$ cat src/pkg/pss_map.svh
`ifndef PSS_MAP_SVH
`define PSS_MAP_SVH

// register indices (byte address is four times the index)
`define PSS_IDX_HIB      8'h05
`define PSS_IDX_STAT     8'h1f
`define PSS_IDX_MASK     8'h27
`define PSS_IDX_CFG      8'h40
`define PSS_IDX_INFO     8'h41
`define PSS_IDX_SLOT0    8'h48

// field positions
`define PSS_HIB_BIT      15
`define PSS_CFG_ALARM    0
`define PSS_CFG_ONPOL    1
`define PSS_CFG_USBSUS   2
`define PSS_CFG_WAKEPOL  3
`define PSS_CFG_PWRPOL   4
`define PSS_CFG_THR_LSB  8
`define PSS_CFG_RESTART  13
`define PSS_F_WAKE       0
`define PSS_F_KEY        1
`define PSS_F_PWR        2
`define PSS_F_WDOG       3
`define PSS_F_CONV       4
`define PSS_F_HIB        5
`define PSS_F_OFF        6

// reset values and masks
`define PSS_CFG_RST      16'h0002
`define PSS_STAT_MASK    16'h007f
`define PSS_SLOT_RST     4'h0

// sizes
`define PSS_NSUP         10
`define PSS_LAST_SLOT    4'hd
`define PSS_RETRY_MAX    4'h8

// timing: times in microseconds, clock in MHz
`define PSS_CLK_MHZ      40
`define PSS_QUAL_US      40000
`define PSS_SLOT_US      1280
`define PSS_RETRY_US     200000
`define PSS_QUAL_CYC     (`PSS_QUAL_US * `PSS_CLK_MHZ)
`define PSS_SLOT_CYC     (`PSS_SLOT_US * `PSS_CLK_MHZ)
`define PSS_RETRY_CYC    (`PSS_RETRY_US * `PSS_CLK_MHZ)

`endif

$ cat src/pkg/pss_pkg.sv
package pss_pkg;
    typedef enum logic [2:0] {
        st_off,
        st_seq,
        st_active,
        st_hib,
        st_retry
    } pss_state_t;

    typedef logic [23:0] pss_count_t;
endpackage : pss_pkg

$ cat src/pkg/pss_qual_if.sv
`timescale 1ns/1ps
`default_nettype none
// one qualified input: level in, one-cycle hit out
interface pss_qual_if;
    logic ce;
    logic level;
    logic hit;
    modport owner (output ce, output level, input hit);
    modport timer (input ce, input level, output hit);
endinterface : pss_qual_if
`default_nettype wire

$ cat src/design/pss_seq_top.sv
// Local design decision: the Avalon-MM slave port.
`timescale 1ns/1ps
`default_nettype none
`include "pss_map.svh"

// Functional notes
// - software setting the hibernate bit moves active to hibernate.
// - edge or level hibernate gpio request also moves active to hibernate.
// - leave hibernate on level release with bit clear, edge request, or start-up.
// - any fault while hibernating goes to off.
// - hibernate bit is bit 15 of hibernate control, 1 is hibernate, resets 0.
// - fast charging inhibited in hibernate, trickle charging still allowed.
// - qualified start-up event moves off or hibernate to active.
// - on key held active over 40ms, polarity selectable, is a start-up event.
// - wake gpio held active over 40ms, per-pin polarity, is a start-up event.
// - power-on gpio held active over 40ms, per-pin polarity, is a start-up event.
// - rtc alarm is a start-up event when alarm wake is enabled.
// - adaptor or usb supply rising above 4.0V is a start-up event.
// - start-up events ignored unless line supply is above the threshold.
// - usb start with suspend uses battery; otherwise usb power plus 100mA trickle.
// - battery connection alone never starts; battery start needs a real event.
// - wake cause flags occupy bits 6 to 0 of the status register.
// - flags set on condition rising edge and clear when status is read.
// - wake summary interrupt asserts whenever any unmasked flag is set.
// - mask bits 6 to 0 gate matching flags, 1 masks, default 0.
// - start-up from off runs a fourteen slot sequence enabling each supply once.
// - advance after 1.28ms once supplies of this slot reach 90 percent.
// - on key polarity 0 is active high, 1 active low, reset active low.
// - restart enabled: retry up to 8 times at 200ms, then off, clear count.
module pss_seq_top #(
    parameter int unsigned QUAL_CYC  = `PSS_QUAL_CYC,
    parameter int unsigned SLOT_CYC  = `PSS_SLOT_CYC,
    parameter int unsigned RETRY_CYC = `PSS_RETRY_CYC
) (
    input  wire logic                 i_clk_sys,
    input  wire logic                 i_rst_n,
    input  wire logic                 i_ce,
    // avalon-mm slave
    input  wire logic [9:0]           i_avs_address,
    input  wire logic                 i_avs_read,
    input  wire logic                 i_avs_write,
    input  wire logic [31:0]          i_avs_writedata,
    input  wire logic [3:0]           i_avs_byteenable,
    output logic [31:0]               o_avs_readdata,
    output logic                      o_avs_waitrequest,
    // start-up and hibernate sources
    input  wire logic                 i_on_key,
    input  wire logic                 i_gpio_wake,
    input  wire logic                 i_power_on_request_input,
    input  wire logic                 i_rtc_alarm,
    input  wire logic                 i_adaptor_sense_input,
    input  wire logic                 i_usb_above_4v,
    input  wire logic                 i_line_above_thr,
    input  wire logic                 i_hib_edge_req,
    input  wire logic                 i_hib_level_req,
    input  wire logic                 i_watchdog_reset,
    // supply blocks
    input  wire logic [`PSS_NSUP-1:0] i_supply_good,
    input  wire logic                 i_supply_fault,
    output logic [`PSS_NSUP-1:0]      o_supply_en,
    output logic [2:0]                o_startup_voltage_threshold,
    output logic                      o_fast_charge_allow,
    output logic                      o_usb_trickle_100ma,
    output logic                      o_start_on_battery,
    output logic                      o_wake_summary_irq
);
    import pss_pkg::*;

    // decode of a word index from a byte address
    function automatic logic [7:0] word_idx(input logic [9:0] a);
        return a[9:2];
    endfunction

    // merge a 16-bit register with byte-lane writes
    function automatic logic [15:0] lane_merge(input logic [15:0] old,
                                               input logic [31:0] wd,
                                               input logic [3:0]  be);
        return {be[1] ? wd[15:8] : old[15:8], be[0] ? wd[7:0] : old[7:0]};
    endfunction

    pss_state_t          state_reg;
    pss_state_t          state_next;
    logic [15:0]         hib_reg;
    logic [15:0]         stat_reg;
    logic [15:0]         mask_reg;
    logic [15:0]         cfg_reg;
    logic [3:0]          slot_map [`PSS_NSUP];
    logic [3:0]          slot_reg;
    logic [3:0]          retry_reg;
    pss_count_t          tmr_reg;
    logic                edge_hib_reg;
    logic                hib_edge_d_reg;
    logic                wall_d_reg;
    logic                usb_d_reg;
    logic                wdog_d_reg;
    logic                wait_reg;
    logic [31:0]         rdata_reg;
    logic [`PSS_NSUP-1:0] en_reg;
    logic                fast_reg;
    logic                trickle_reg;
    logic                batt_reg;
    logic                irq_reg;

    pss_qual_if q_key ();
    pss_qual_if q_wake ();
    pss_qual_if q_pwr ();

    // hold-time qualifiers for key and gpio requests
    pss_qual #(.CYCLES(QUAL_CYC)) u_key  (.i_clk_sys(i_clk_sys), .i_rst_n(i_rst_n), .q(q_key));
    pss_qual #(.CYCLES(QUAL_CYC)) u_wake (.i_clk_sys(i_clk_sys), .i_rst_n(i_rst_n), .q(q_wake));
    pss_qual #(.CYCLES(QUAL_CYC)) u_pwr  (.i_clk_sys(i_clk_sys), .i_rst_n(i_rst_n), .q(q_pwr));

    // qualifier levels after polarity selection
    assign q_key.ce     = i_ce;
    assign q_wake.ce    = i_ce;
    assign q_pwr.ce     = i_ce;
    assign q_key.level  = i_on_key ^ cfg_reg[`PSS_CFG_ONPOL];
    assign q_wake.level = i_gpio_wake ^ cfg_reg[`PSS_CFG_WAKEPOL];
    assign q_pwr.level  = i_power_on_request_input ^ cfg_reg[`PSS_CFG_PWRPOL];

    // bus decode
    wire [7:0] idx      = word_idx(i_avs_address);
    wire       req      = i_avs_read | i_avs_write;
    wire       done     = req && !wait_reg;
    wire       wr       = done && i_avs_write;
    wire       rd_stat  = done && i_avs_read && (idx == `PSS_IDX_STAT);
    wire       slot_hit = (idx >= `PSS_IDX_SLOT0) && (idx < `PSS_IDX_SLOT0 + 8'(`PSS_NSUP));
    wire [3:0] slot_sel = 4'(idx - `PSS_IDX_SLOT0);
    wire       hib_bit  = hib_reg[`PSS_HIB_BIT];

    // start-up sources
    // alarm gated by its enable
    wire alarm_ev = i_rtc_alarm && cfg_reg[`PSS_CFG_ALARM];
    wire wall_ev  = i_adaptor_sense_input && !wall_d_reg;
    wire usb_ev   = i_usb_above_4v && !usb_d_reg;
    wire startup  = i_line_above_thr &&
                    (q_key.hit | q_wake.hit | q_pwr.hit | alarm_ev | wall_ev | usb_ev);
    wire hib_edge = i_hib_edge_req && !hib_edge_d_reg;
    wire wdog_ev  = i_watchdog_reset && !wdog_d_reg;

    // sequencer slot bookkeeping
    wire       tmr_done = (tmr_reg == pss_count_t'(SLOT_CYC - 1));
    wire       rty_done = (tmr_reg == pss_count_t'(RETRY_CYC - 1));
    logic [`PSS_NSUP-1:0] in_slot;
    always_comb begin
        for (int i = 0; i < `PSS_NSUP; i++)
            in_slot[i] = (slot_map[i] == slot_reg);
    end
    // all supplies of this slot at 90 percent
    wire slot_ok   = &(i_supply_good | ~in_slot);
    wire last_slot = (slot_reg == `PSS_LAST_SLOT);
    wire can_retry = cfg_reg[`PSS_CFG_RESTART] && (retry_reg != `PSS_RETRY_MAX);

    // state transitions
    always_comb begin
        state_next = state_reg;
        unique case (state_reg)
            st_off:    if (startup) state_next = st_seq;
            st_seq: begin
                if (i_supply_fault)
                    state_next = can_retry ? st_retry : st_off;
                else if (tmr_done && slot_ok && last_slot)
                    state_next = st_active;
            end
            st_active: begin
                if (i_supply_fault)
                    state_next = can_retry ? st_retry : st_off;
                else if (hib_bit || hib_edge || i_hib_level_req)
                    state_next = st_hib;
            end
            st_hib: begin
                if (i_supply_fault)
                    state_next = st_off;
                else if (startup || hib_edge ||
                         (!edge_hib_reg && !i_hib_level_req && !hib_bit))
                    state_next = st_active;
            end
            st_retry:  if (rty_done) state_next = st_seq;
            default:   state_next = st_off;
        endcase
    end

    // wake cause set terms
    logic [15:0] stat_set;
    always_comb begin
        stat_set = '0;
        stat_set[`PSS_F_OFF]  = (state_reg == st_off) && startup;
        stat_set[`PSS_F_HIB]  = (state_reg == st_hib) && (state_next == st_active);
        stat_set[`PSS_F_CONV] = (state_next == st_retry) && (state_reg != st_retry);
        stat_set[`PSS_F_WDOG] = wdog_ev;
        stat_set[`PSS_F_PWR]  = q_pwr.hit && i_line_above_thr;
        stat_set[`PSS_F_KEY]  = q_key.hit && i_line_above_thr;
        stat_set[`PSS_F_WAKE] = q_wake.hit && i_line_above_thr;
    end
    // set beats read clear; only flags already returned are cleared
    wire [15:0] stat_next = (rd_stat ? stat_reg & ~rdata_reg[15:0] : stat_reg) | stat_set;

    // readback mux
    logic [15:0] rd_mux;
    always_comb begin
        rd_mux = 16'h0000;
        if (idx == `PSS_IDX_HIB)       rd_mux = hib_reg;
        else if (idx == `PSS_IDX_STAT) rd_mux = stat_reg;
        else if (idx == `PSS_IDX_MASK) rd_mux = mask_reg;
        else if (idx == `PSS_IDX_CFG)  rd_mux = cfg_reg;
        else if (idx == `PSS_IDX_INFO)
            rd_mux = {5'h00, state_reg, retry_reg, slot_reg};
        else if (slot_hit)             rd_mux = {12'h000, slot_map[slot_sel]};
    end

    // bus handshake: one wait cycle, then answer
    always_ff @(posedge i_clk_sys or negedge i_rst_n) begin
        if (!i_rst_n) begin
            wait_reg  <= 1'b1;
            rdata_reg <= 32'h00000000;
        end else if (i_ce) begin
            wait_reg <= !(req && wait_reg);
            if (req && wait_reg)
                rdata_reg <= {16'h0000, rd_mux};
        end
    end

    // software registers
    always_ff @(posedge i_clk_sys or negedge i_rst_n) begin
        if (!i_rst_n) begin
            hib_reg  <= 16'h0000;
            mask_reg <= 16'h0000;
            cfg_reg  <= `PSS_CFG_RST;
        end else if (i_ce) begin
            if (wr && idx == `PSS_IDX_HIB)
                hib_reg <= lane_merge(hib_reg, i_avs_writedata, i_avs_byteenable);
            else if (state_next == st_off)
                hib_reg <= 16'h0000;
            if (wr && idx == `PSS_IDX_MASK)
                mask_reg <= lane_merge(mask_reg, i_avs_writedata, i_avs_byteenable)
                            & `PSS_STAT_MASK;
            if (wr && idx == `PSS_IDX_CFG)
                cfg_reg <= lane_merge(cfg_reg, i_avs_writedata, i_avs_byteenable);
        end
    end

    // slot assignment table
    always_ff @(posedge i_clk_sys or negedge i_rst_n) begin
        if (!i_rst_n) begin
            for (int i = 0; i < `PSS_NSUP; i++)
                slot_map[i] <= `PSS_SLOT_RST;
        end else if (i_ce && wr && slot_hit && i_avs_byteenable[0]) begin
            slot_map[slot_sel] <= i_avs_writedata[3:0];
        end
    end

    // status flags and summary interrupt
    always_ff @(posedge i_clk_sys or negedge i_rst_n) begin
        if (!i_rst_n) begin
            stat_reg <= 16'h0000;
            irq_reg  <= 1'b0;
        end else if (i_ce) begin
            stat_reg <= stat_next;
            irq_reg  <= |(stat_next & ~mask_reg);
        end
    end

    // edge detectors for plug-in, hibernate edge and watchdog
    always_ff @(posedge i_clk_sys or negedge i_rst_n) begin
        if (!i_rst_n) begin
            wall_d_reg     <= 1'b0;
            usb_d_reg      <= 1'b0;
            hib_edge_d_reg <= 1'b0;
            wdog_d_reg     <= 1'b0;
        end else if (i_ce) begin
            wall_d_reg     <= i_adaptor_sense_input;
            usb_d_reg      <= i_usb_above_4v;
            hib_edge_d_reg <= i_hib_edge_req;
            wdog_d_reg     <= i_watchdog_reset;
        end
    end

    // state, slot, timer and retry counter
    always_ff @(posedge i_clk_sys or negedge i_rst_n) begin
        if (!i_rst_n) begin
            state_reg    <= st_off;
            slot_reg     <= 4'h0;
            tmr_reg      <= '0;
            retry_reg    <= 4'h0;
            edge_hib_reg <= 1'b0;
        end else if (i_ce) begin
            state_reg <= state_next;
            if (state_next != state_reg) begin
                tmr_reg  <= '0;
                slot_reg <= 4'h0;
            // empty slot still waits the full delay
            end else if (state_reg == st_seq && tmr_done) begin
                if (slot_ok) begin
                    slot_reg <= slot_reg + 4'h1;
                    tmr_reg  <= '0;
                end
            end else if (state_reg == st_seq || state_reg == st_retry) begin
                tmr_reg <= tmr_reg + 24'h000001;
            end
            // count attempts, clear on success or give-up
            if (state_next == st_retry && state_reg != st_retry)
                retry_reg <= retry_reg + 4'h1;
            else if (state_next == st_active || state_next == st_off)
                retry_reg <= 4'h0;
            if (state_reg == st_active && state_next == st_hib)
                edge_hib_reg <= hib_edge && !hib_bit && !i_hib_level_req;
        end
    end

    // supply enables and charger controls
    always_ff @(posedge i_clk_sys or negedge i_rst_n) begin
        if (!i_rst_n) begin
            en_reg      <= '0;
            fast_reg    <= 1'b0;
            trickle_reg <= 1'b0;
            batt_reg    <= 1'b0;
        end else if (i_ce) begin
            // each supply switched on in its own slot
            if (state_next == st_off || state_next == st_retry)
                en_reg <= '0;
            else if (state_reg == st_seq)
                en_reg <= en_reg | in_slot;
            fast_reg <= (state_next == st_active);
            if (state_reg == st_off && startup && usb_ev) begin
                batt_reg    <= cfg_reg[`PSS_CFG_USBSUS];
                trickle_reg <= !cfg_reg[`PSS_CFG_USBSUS];
            end else if (state_reg == st_off && startup) begin
                batt_reg    <= 1'b0;
                trickle_reg <= 1'b0;
            end
        end
    end

    // outputs straight from flops
    assign o_avs_readdata              = rdata_reg;
    assign o_avs_waitrequest           = wait_reg;
    assign o_supply_en                 = en_reg;
    assign o_startup_voltage_threshold = cfg_reg[`PSS_CFG_THR_LSB +: 3];
    assign o_fast_charge_allow         = fast_reg;
    assign o_usb_trickle_100ma         = trickle_reg;
    assign o_start_on_battery          = batt_reg;
    assign o_wake_summary_irq          = irq_reg;
endmodule : pss_seq_top
`default_nettype wire

$ cat src/design/pss_qual.sv
`timescale 1ns/1ps
`default_nettype none
`include "pss_map.svh"
// hold-time qualifier: pulses hit once the level has stood for CYCLES clocks
module pss_qual #(
    parameter int unsigned CYCLES = `PSS_QUAL_CYC
) (
    input  wire logic      i_clk_sys,
    input  wire logic      i_rst_n,
    pss_qual_if.timer      q
);
    import pss_pkg::*;

    pss_count_t cnt_reg;
    logic       hit_reg;
    wire        at_end  = (cnt_reg == pss_count_t'(CYCLES - 1));
    wire        held    = (cnt_reg == pss_count_t'(CYCLES));

    assign q.hit = hit_reg;

    // counter restarts whenever the level drops early
    always_ff @(posedge i_clk_sys or negedge i_rst_n) begin
        if (!i_rst_n) begin
            cnt_reg <= '0;
            hit_reg <= 1'b0;
        end else if (q.ce) begin
            if (!q.level)
                cnt_reg <= '0;
            else if (!held)
                cnt_reg <= cnt_reg + 24'h000001;
            hit_reg <= q.level && at_end;
        end
    end
endmodule : pss_qual
`default_nettype wire

$ cat config.mk
export PLATFORM = sky130hd
export DESIGN_NAME = pss_seq_top
export DESIGN_NICKNAME = d
export VERILOG_FILES = /design/src/pkg/pss_pkg.sv /design/src/pkg/pss_qual_if.sv /design/src/design/pss_seq_top.sv /design/src/design/pss_qual.sv
export VERILOG_INCLUDE_DIRS = /design/src /design/src/pkg
export SDC_FILE = /design/constraint.sdc
export NUM_CORES = 1
export LEC_CHECK = 0
export ABC_AREA = 1
export BUFFER_PORTS_ARGS = -buffer_cell sky130_fd_sc_hd__buf_2
export CORE_ASPECT_RATIO = 1.25
export CORE_MARGIN = 5
export CORE_UTILIZATION = 55
export DETAILED_ROUTE_END_ITERATION = 7
export PLACE_DENSITY = 0.74
export SLEW_MARGIN = 20
export SYNTH_ARGS = -nofsm -noshare
export SYNTH_HDL_FRONTEND = slang
export SYNTH_SLANG_ARGS = --single-unit
$ cat constraint.sdc
create_clock -name i_clk_sys -period 2.4 [get_ports i_clk_sys]
set_input_delay 0.36 -clock i_clk_sys [delete_from_list [all_inputs] [get_ports i_clk_sys]]
set_output_delay 0.36 -clock i_clk_sys [all_outputs]
set_load 0.03 [all_outputs]
==> results.sh <==
export IMPL_antenna_found_initial=1
export IMPL_vias=13425
export IMPL_maxSlewHeadroom_pct=44.47
export IMPL_arrival_ps=2940
export IMPL_max_vdd_ir_drop_uv=640.5
export IMPL_largest_reg_flops=40
export IMPL_r2r_cells=18
export IMPL_cp_required_ps=2830
export IMPL_worst_slack_ps=-108.7
export IMPL_avgSynthCellArea_um2=7.462
export IMPL_drtAntennaViolNets=0
export IMPL_hold_viol=0
export IMPL_grt_pass1_wl_um=64280
export IMPL_violations="setup timing"
export IMPL_yosysUniqueCellTypes=55
export IMPL_hold_path_class="input port to flop"
export IMPL_worst_path_stages=18
export IMPL_ys_warnings_count=0
export IMPL_ys_ff_latch=241
export IMPL_start_util_pct=55.34
export IMPL_cp_start_kind="flop"
export IMPL_min_delay_path_depth=3
export IMPL_drtPass1Iterations=5
export IMPL_p_per_area_nw_per_um2=656.7
export IMPL_drv_cap=0
export IMPL_slowest_stage="dfrtp_1"
export IMPL_timing_fmax_mhz=398.6
export IMPL_leakagePower_nw=7.933
export IMPL_drt_wirelength_per_cell_um=16.58
export IMPL_grt_max_degree=60
export IMPL_ctsHtreeMaxLevel=1
export IMPL_yosysSeqAreaShare_pct=43.38
export IMPL_hpwl_um=28880
export IMPL_crit_path_frequent_cell="nand2_4"
export IMPL_final_common_cell="nand2_1"
export IMPL_drt_wl_total_um=40070
export IMPL_run_status="finished with violations"
export IMPL_cts_sinks=241
export IMPL_grtUsageTotal_pct=26.72
export IMPL_clockRootBuffer="clkbuf_16"
export IMPL_die_area_um2=28590
export IMPL_nets=2147
export IMPL_overflow=0
export IMPL_finalNonFillerCells=2417
export IMPL_dp_cells=2349
export IMPL_areaGrowthSynthToFinish_pct=22.52
export IMPL_place_ws_ps=-176.0
export IMPL_fp_dieH_um=187.8
export IMPL_fin_crit_ps=2509
export IMPL_final_cell_mix="nand2_1 (437), dfrtp_1 (237), inv_1 (230), nor2_1 (169), o21ai_0 (160)"
export IMPL_cts_tree="built"
export IMPL_finalPower_mw=11.19
export IMPL_post_route_period_util_pct=104.5
export IMPL_die_w_um=152.2
export IMPL_vias_per_cell=5.554
export IMPL_gp_congestion=0.9269
export IMPL_cts_made_buffers=25
export IMPL_drt_iter0_drc=967
export IMPL_clock_skew_final_ps=11.76
export IMPL_largest_register="slot_map"
export IMPL_timing_hold_ws_ps=63.16
export IMPL_ios=122
export IMPL_port_buffers=85
export IMPL_drive_above_1_share_pct=18.40
export IMPL_setup_violations=54
export IMPL_post_route_drc_count=0
export IMPL_crit_buf_inv=2
export IMPL_worstMarginPinSlew_ps=832.9
export IMPL_criticalPathCategory="flop to flop"
export IMPL_end_kind="flop"
export IMPL_finish_utilization_pct=67.81
export IMPL_first_global_vias=12883
export IMPL_clk_pin_slew_worst_paths_ps=70
export IMPL_core_area_um2=25130
export IMPL_rows=65
export IMPL_path_cells="buf_12 > xor2_2 > nor2_2 > nand3_1 > nand2_2 > nor2_4 > nand4_4 > nand2_1 > nand2_1 > nand2_2 > buf_6 > nand2_4 > nor2_4 > nand2_4 > nand2_8 > nand2_8 > nand2_4 > o21ai_2"
export IMPL_grt_setup_unrepaired="yes"
export IMPL_crit_fanout=14
export IMPL_cpPeakStageDelay_ps=400
export IMPL_drv_slew=0
export IMPL_clkLatencyLatePin_ps=540
export IMPL_netlist_instances=1864
export IMPL_syn_area_um2=13910
export IMPL_cts_buffer_depth=3
export IMPL_path_delay_family="simple AND/OR/NAND/NOR gates"
worst register-to-register path, stage by stage (launching register included):
cell and delay, ps:
dfrtp_1 400, buf_12 170, xor2_2 220, nor2_2 80, nand3_1 80, nand2_2 60, nor2_4 180, nand4_4 150
nand2_1 90, nand2_1 60, nand2_2 120, buf_6 110, nand2_4 60, nor2_4 110, nand2_4 90, nand2_8 130
nand2_8 120, nand2_4 130, o21ai_2 50
final timing paths:
path / slack, ps / startpoint / end
min in group asynchronous: 360 / i_rst_n / u_wake.cnt_reg[14]
max in group asynchronous: 1240 / i_rst_n / o_avs_waitrequest
min: 60 / i_hib_edge_req / hib_edge_d_reg
max reg2reg: -110 / slot_reg[3] / hib_reg[3]
min reg2reg: 480 / hib_reg[12] / hib_reg[12]
max: -110 / slot_reg[3] / hib_reg[3]
stage by stage:
stage / instance area (um^2) / TNS (ps)
floorplan: 13960 / 0
global placement: 15400 / -6261
detailed placement: 15400 / -5956
CTS: 16400 / -4467
global route: 17040 / -11250
finish: 17040 / -4272
metal layers:
layer	global-route usage [%]	vias to the layer above	part of all wire (%)
li1	-	6541	-
met1	34.97	6376	41
met2	46.49	418	50
met3	3.509	88	5.5
met4	7.956	2	2.7
met5	0	-	0.017
power by group:
part	internal, mW	switching, mW
combinational	1.08	1.76
clock	2.29	1.66
sequential	4.24	0.167
Yosys cell counts, drive strengths merged:
cell       n  share of area (%)
a221oi     7               0.44
conb       1              0.027
clkbuf    26               0.70
ha        11               0.99
dfrtp    239                 43
buf       43                2.2
nand3b     5               0.27
o31ai     15               0.81
o2111ai    4               0.25
nor3      57                2.1
a22o       1              0.063
nor4      30                1.4
nand3     89                3.4
o41ai      1              0.063
a41oi      2               0.13
a31oi     13               0.58
nor3b      5               0.27
or2        2              0.090
nor4b      2               0.13
a32o       2               0.14
xnor2      8               0.50
a22oi      5               0.27
nand2    474                 13
a2bb2oi    4               0.25
o211ai     3               0.16
clkinv     3              0.081
inv      238                6.4
a21boi     1              0.054
a32oi      1              0.063
o21a       3               0.16
nor2     187                5.2
a31o       1              0.063
o211a      1              0.072
nand4     69                3.1
and3       1              0.045
o21ai    171                6.4
a21oi     66                2.4
dfstp      2               0.38
o221ai     2               0.13
o22ai     19               0.85
xor2      50                3.1
layout make-up:
cell class / instances / area (um^2)
Inverter: 241 / 920.9
Timing Repair Buffer: 224 / 1740
Clock inverter: 10 / 118.9
Clock buffer: 34 / 709.4
Tap cell: 335 / 419.2
Sequential cell: 241 / 6036
Multi-Input combinational cell: 1331 / 7093
Fill cell: 2079 / 8090
Antenna cell: 1 / 2.502
cell families (layout without fill, tap and decap cells):
| group | after synthesis | after routing | share of synthesized area (%) |
|---|---|---|---|
| AOI/OAI and AO/OA | 322 | 322 | 13.36 |
| xor gates and xnor gates | 58 | 58 | 3.652 |
| adders and majority gates | 11 | 11 | 0.9896 |
| buffers and inverters | 310 | 509 | 9.455 |
| DFF | 241 | 241 | 43.38 |
| other | 1 | 17 | 0.02696 |
| and+or+nand+nor | 921 | 924 | 29.14 |
timing repair:
action,in CTS,in global routing
cloned,0,8
hold buffers,1,0
setup endpoints to repair,58,69
pin swaps,19,22
hold endpoints to repair,52,0
setup buffers,5,11
gates resized for setup,27,92
(Power assumes the default switching activity.)
